==> src/rtl/nsw_cfg.svh <==
// constants for the nibble swap and indexed operand block
`ifndef NSW_CFG_SVH
`define NSW_CFG_SVH
`define NSW_OPC_SWAP      6'h0E
`define NSW_OPC_POS       10
`define NSW_DEST_POS      9
`define NSW_ACC_POS       8
`define NSW_IDX_LIMIT     8'h5F
`define NSW_ACC_HI_BASE   8'h60
`define NSW_ACC_HI_BANK   4'hF
`define NSW_SYNC_RST      2'b00
`endif

==> src/rtl/nsw_pkg.sv <==
// types for the nibble swap and indexed operand block
package nsw_pkg;
   typedef enum logic [1:0] {
      NSW_IDLE  = 2'b00,
      NSW_READ  = 2'b01,
      NSW_WRITE = 2'b10
   } nsw_state_t;

   typedef struct packed {
      logic        valid;
      logic [15:0] word;
   } nsw_instr_t;

   typedef struct packed {
      logic        valid;
      logic        we;
      logic [11:0] addr;
      logic [7:0]  data;
   } nsw_mem_t;

   typedef struct packed {
      nsw_state_t  state;
      logic [11:0] addr;
      logic        dest_f;
      logic        is_swap;
      logic        indexed;
      logic        mem_re;
      logic        mem_we;
      logic [7:0]  wdata;
      logic        w_we;
      logic [7:0]  w_data;
      logic        done;
   } nsw_state_reg_t;
endpackage

==> src/rtl/nsw_core.sv <==
// operand address resolver and nibble swap execution unit
//
// Function
// [RL1] swap result exchanges nibbles, flags untouched
// [RL2] opcode 001110 in top six bits
// [RL3] destination bit 0 to W, 1 to file
// [RL4] access bit 0 access bank, 1 bank register
// [RL5] extension off: operand is literal address
// [RL6] extension on, a=0, f<=5Fh: frame offset
// [RL7] above 5Fh or a=1 stays literal
// [RL8] indexing applies to all byte/bit instructions
// [RL9] zero frame pointer reproduces access bank
// [RL10] destination bit unchanged in indexed mode
// [RL11] extension enable is static configuration input
`timescale 1ns/1ps
`include "nsw_cfg.svh"
module nsw_core (
   input  wire logic              i_clock,
   input  wire logic              i_nrst,
   input  wire logic              i_ext_enable,
   input  wire nsw_pkg::nsw_instr_t i_instr,
   input  wire logic              i_has_access_bit,
   input  wire logic [3:0]        i_bank_select_register,
   input  wire logic [11:0]       i_stack_frame_pointer,
   input  wire logic [7:0]        i_mem_rdata,
   output nsw_pkg::nsw_mem_t      o_mem,
   output logic [11:0]            o_resolved_addr,
   output logic                   o_indexed,
   output logic                   o_w_we,
   output logic [7:0]             o_w_data,
   output logic                   o_busy,
   output logic                   o_done
);
   import nsw_pkg::*;

   // ==========================================================
   // reset release
   logic [1:0]     rst_sync_reg;
   logic           rst_n;
   always_ff @(posedge i_clock or negedge i_nrst) begin
      if (!i_nrst) begin
         rst_sync_reg <= `NSW_SYNC_RST;
      end else begin
         rst_sync_reg <= {rst_sync_reg[0], 1'b1};
      end
   end
   assign rst_n = rst_sync_reg[1];

   // ==========================================================
   // operand address resolution
   logic [7:0]     f_field;
   logic           acc_bit;
   logic           swap_hit;
   logic           idx_hit;
   logic [11:0]    res_addr;
   assign f_field  = i_instr.word[7:0];
   assign acc_bit  = i_instr.word[`NSW_ACC_POS];
   assign swap_hit = (i_instr.word[15:`NSW_OPC_POS] == `NSW_OPC_SWAP); // RL2
   // enable read fresh per instruction, never latched
   assign idx_hit  = i_ext_enable && i_has_access_bit && !acc_bit
                     && (f_field <= `NSW_IDX_LIMIT); // RL11 RL8 RL6 RL7

   always_comb begin
      if (idx_hit) begin
         // no wrap guard: pointer near top wraps in 12 bits
         res_addr = i_stack_frame_pointer + {4'h0, f_field}; // RL6 RL9
      end else if (acc_bit) begin
         res_addr = {i_bank_select_register, f_field}; // RL4 RL5
      end else if (f_field < `NSW_ACC_HI_BASE) begin
         res_addr = {4'h0, f_field}; // RL4 RL5
      end else begin
         res_addr = {`NSW_ACC_HI_BANK, f_field}; // RL4 RL5
      end
   end

   // ==========================================================
   // nibble exchange, one slice per result bit
   logic [7:0]     swapped;
   for (genvar gi = 0; gi < 8; gi++) begin : g_swap
      assign swapped[gi] = i_mem_rdata[(gi + 4) % 8]; // RL1
   end

   // ==========================================================
   // execution sequencer
   nsw_state_reg_t st_reg;
   nsw_state_reg_t st_next;

   always_comb begin
      st_next        = st_reg;
      st_next.mem_re = 1'b0;
      st_next.mem_we = 1'b0;
      st_next.w_we   = 1'b0;
      st_next.done   = 1'b0;
      case (st_reg.state)
         NSW_IDLE: begin
            if (i_instr.valid) begin
               st_next.addr    = res_addr;
               st_next.indexed = idx_hit;
               st_next.is_swap = swap_hit;
               st_next.dest_f  = i_instr.word[`NSW_DEST_POS]; // RL10
               if (swap_hit) begin
                  st_next.mem_re = 1'b1;
                  st_next.state  = NSW_READ;
               end
            end
         end
         NSW_READ: begin
            // read data arrives one cycle after the read strobe
            st_next.state = NSW_WRITE;
         end
         NSW_WRITE: begin
            if (st_reg.dest_f) begin
               st_next.mem_we = 1'b1; // RL3
               st_next.wdata  = swapped; // RL1
            end else begin
               st_next.w_we   = 1'b1; // RL3
               st_next.w_data = swapped; // RL1
            end
            st_next.done  = 1'b1;
            st_next.state = NSW_IDLE;
         end
         default: begin
            st_next.state = NSW_IDLE;
         end
      endcase
   end

   always_ff @(posedge i_clock or negedge rst_n) begin
      if (!rst_n) begin
         st_reg <= '0;
      end else begin
         st_reg <= st_next;
      end
   end

   // ==========================================================
   // outputs; no status flag port exists, flags stay untouched
   always_comb begin
      o_mem.valid = st_reg.mem_re | st_reg.mem_we;
      o_mem.we    = st_reg.mem_we;
      o_mem.addr  = st_reg.addr;
      o_mem.data  = st_reg.wdata;
   end
   assign o_resolved_addr = st_reg.addr;
   assign o_indexed       = st_reg.indexed;
   assign o_w_we          = st_reg.w_we;
   assign o_w_data        = st_reg.w_data;
   assign o_busy          = (st_reg.state != NSW_IDLE);
   assign o_done          = st_reg.done;
endmodule // nsw_core

==> config.mk <==
export PLATFORM = sky130hd
export DESIGN_NAME = nsw_core
export DESIGN_NICKNAME = d
export VERILOG_FILES = /design/src/rtl/nsw_pkg.sv /design/src/rtl/nsw_core.sv
export VERILOG_INCLUDE_DIRS = /design/src /design/src/rtl
export SDC_FILE = /design/constraint.sdc
export NUM_CORES = 1
export LEC_CHECK = 0
export ABC_AREA = 1
export BUFFER_PORTS_ARGS = -buffer_cell sky130_fd_sc_hd__buf_2
export CORE_ASPECT_RATIO = 1.4
export CORE_MARGIN = 1.5
export CORE_UTILIZATION = 48
export DETAILED_ROUTE_END_ITERATION = 8
export PLACE_DENSITY_LB_ADDON = 0.25
export SYNTH_ARGS = -nofsm -noshare
export SYNTH_HDL_FRONTEND = slang
export SYNTH_SLANG_ARGS = --single-unit
export TNS_END_PERCENT = 10
==> constraint.sdc <==
create_clock -name i_clock -period 1.3 [get_ports i_clock]
set_input_delay 0.26 -clock i_clock [delete_from_list [all_inputs] [get_ports i_clock]]
set_output_delay 0.26 -clock i_clock [all_outputs]
set_load 0.02 [all_outputs]
==> impl_metrics.py <==
metrics = {
    "status": {
        "run_status": "finished, final reports clean",
    },
    "min_path": {
        "worstHoldPathType": "input port to flop",
        "min_to": "st_reg[35]$_DFFE_PN0P_",
        "hp-start": "i_instr[14]",
        "min_path_cells": 2,
    },
    "worst_setup_path": {
        "timing.critical_path.mode_cell": "nand2_2",
        "critPathKind": "input port to flop",
        "rrSetupSlack_ns": 0.05,
        "slowest_stage": "fa_2",
        "cp_data_arrival_time_ns": 1.50,
        "critPathRequiredTime_ns": 1.51,
        "reg2regPathDepth": 6,
        "rr_startpoint": "st_reg[35]$_DFFE_PN0P_",
        "end_kind": "flop",
        "critPathMaxFanout": 3,
        "cp-start-kind": "input port",
        "crit_chain": "buf_6, ha_4, inv_2, fa_2, inv_2, nand3_2, nand3_4, nand2_2, nand2_2, or2_4, nand2_2, a21oi_2",
        "r2r-end": "o_w_data[5]$_DFFE_PN0P_",
        "cpPeakStageDelay_ns": 0.36,
    },
    "route": {
        "drtPass1Iterations": 4,
        "drc_errors": 0,
        "avgViaCountPerCell": 4.763,
        "vias": 2134,
        "dr_wl_met3_microns": 157,
        "wl_met1_mm": 2.126,
        "drtAntennaViolNets": 0,
        "routed_wl_mm": 5.372,
        "drt_iter0_markers": 65,
        "wl_met2_mm": 3.025,
        "routedWlPerCell_microns": 11.99,
        "routed.top_layer": "met4",
    },
    "clocking": {
        "numCtsBuffers": 5,
        "clock_sinks": 38,
        "path_clk_slew_ns": 0.07,
        "cts_root_buf": "clkbuf_8",
        "clock_latency_ns": 0.28,
        "max-clock-path-buffers": 2,
        "cts_max_level": 2,
        "cts_tree": "yes",
    },
    "die": {
        "dieArea_sq_mm": 0.005360,
        "start_util": 0.4919,
        "num_rows": 30,
        "core_sq_mm": 0.004805,
        "pin_count": 91,
        "die_h_microns": 86.03,
        "die_x_microns": 62.31,
    },
    "job": {
        "drv_cap": 0,
    },
    "sta": {
        "fin_ws_ns": 0.01129,
        "fin_crit_sh": 0.9913,
        "drv_slew": 0,
        "rsz0062_at_grt": "true",
        "whs_ns": 0.1515,
        "fin_crit_ns": 1.289,
        "finalHoldViolCount": 0,
        "max_freq_mhz": 776.0,
        "clock_skew_ns": 0.007718,
        "setup_violations": 0,
    },
    "global_routing": {
        "first_global_vias": 1989,
        "grt_max_degree": 37,
        "grtUsageTotal": 0.1953,
        "grt_pass1_wl_mm": 8.369,
        "antenna_found_initial": 0,
        "grt_overflow": 0,
    },
    "layout": {
        "largest_reg_flops": 12,
        "diodes": 0,
        "area_growth_pct": 30.70,
        "final_cell_area_sq_mm": 0.003089,
        "fin_cells": 448,
        "nets": 437,
        "drive_above_1_share": 0.4453,
    },
    "synthesis": {
        "syn_area_sq_mm": 0.002364,
        "async_flop_share": 1.000,
        "syn_inst": 303,
        "synth_edf_count": 0,
        "synth_top_area_share": 0.4023,
        "synth.area.top_cells": "dfrtp_1, buf_4, nand2_1",
        "synth.avg_cell_area_sq_um": 7.800,
        "synth_nets": 357,
        "yosysWarnings": 0,
        "synth_area_leader_cell": "dfrtp_1",
        "synth_seq_area_share": 0.4023,
        "synthDistinctLibCells": 27,
        "ys_seq_elements": 38,
        "yosysMostFrequentCell": "nand2_1",
        "synthTopCellsByCount": "nand2_1, buf_4, dfrtp_1",
        "synth-main-ff-cell": "dfrtp_1",
    },
    "place": {
        "place_congestion": 0.8697,
        "dp_hpwl_mm": 4.029,
        "placed_area_sq_mm": 0.002790,
        "io_buffers": 90,
        "dp_cells": 437,
        "place_ws_ns": -0.3152,
    },
    "power": {
        "total_power_w": 0.003173,
        "p_leak_nw": 1.660,
        "ir_worst_vdd_mv": 0.4310,
        "p_per_area_mw_per_mm2": 1027,
    },
}
-- cells by family (layout without fill, tap and decap cells) --
| family | Yosys count | after routing | share of synthesized area |
|---|---|---|---|
| and+or+nand+nor | 123 | 123 | 0.2287 |
| buffers and inverters | 82 | 163 | 0.2006 |
| AOI/OAI and AO/OA | 47 | 47 | 0.1048 |
| DFF | 38 | 38 | 0.4023 |
| adders and majority gates | 9 | 9 | 0.05082 |
| xor gates and xnor gates | 3 | 3 | 0.01112 |
| other | 1 | 1 | 0.001587 |
-- layout make-up --
| class | count | area [sq um] |
|---|---|---|
| Clock buffer | 7 | 86.33 |
| Multi-Input combinational cell | 183 | 1111 |
| Clock inverter | 1 | 5.005 |
| Tap cell | 64 | 80.08 |
| Timing Repair Buffer | 119 | 720.7 |
| Sequential cell | 38 | 950.9 |
| Inverter | 36 | 135.1 |
| Fill cell | 444 | 1715 |
-- worst max path at each step --
stage                                   from                             end  slack, ns
global placement                  i_instr[5]  o_resolved_addr[8]$_DFFE_PN0P_      -0.27
global route        i_stack_frame_pointer[0]  o_resolved_addr[6]$_DFFE_PN0P_      -0.04
CTS                   st_reg[35]$_DFFE_PN0P_                          o_busy      0.002
floorplan                         i_instr[0]  o_resolved_addr[6]$_DFFE_PN0P_      -0.10
finish              i_stack_frame_pointer[0]  o_resolved_addr[6]$_DFFE_PN0P_       0.01
detailed placement                i_instr[0]  o_resolved_addr[6]$_DFFE_PN0P_      -0.32
-- critical path, delay by kind of cell --
kind            cells  cell delay, ns
simple gates        6            0.44
compound gates      1            0.12
fa+ha+maj           2            0.49
buf+inv             3            0.19
-- power breakdown --
part,switching (W),internal [W]
combinational,0.000588,0.000405
clock,0.000375,0.000427
sequential,0.0000727,0.00130
-- cell usage in the layout (no fill, tap or decap), types with 2 or more instances in the layout --
cell and n:
a21oi_1 14, a21oi_2 7, buf_2 87, buf_4 23, buf_6 6, clkbuf_8 6
dfrtp_1 38, ha_1 2, ha_4 5, inv_1 31, inv_2 5, nand2_1 56
nand2_2 12, nand3_1 14, nand3_2 2, nand4_1 6, nor2_1 20, nor2_2 3
nor2_4 2, nor4b_1 2, o21ai_0 14, o21ai_1 8, or2_4 2, xor2_1 3
-- per-stage QoR --
stage | util | TNS, ns
finish | 0.6430 | 0
global route | 0.6430 | -0.2174
CTS | 0.6076 | 0
detailed placement | 0.5807 | -2.829
global placement | 0.5807 | -2.465
floorplan | - | -0.2944
-- repair_timing --
item | 4_1_cts | 5_1_grt
gates resized for setup | 9 | 47
cloned | 0 | 2
buffers inserted | 1 | 0
pin swaps | 4 | 11
endpoints found under the setup margin | 4 | 20
hold endpoints to repair | 2 | 0
hold buffers | 1 | 0
-- per-layer routing --
metal / GRT usage / vias up
li1: - / 1082
met1: 0.2065 / 996
met2: 0.3864 / 52
met3: 0.03281 / 4
met4: 0.06869 / 0
met5: 0 / -
Power figures use the tool's default switching activity.
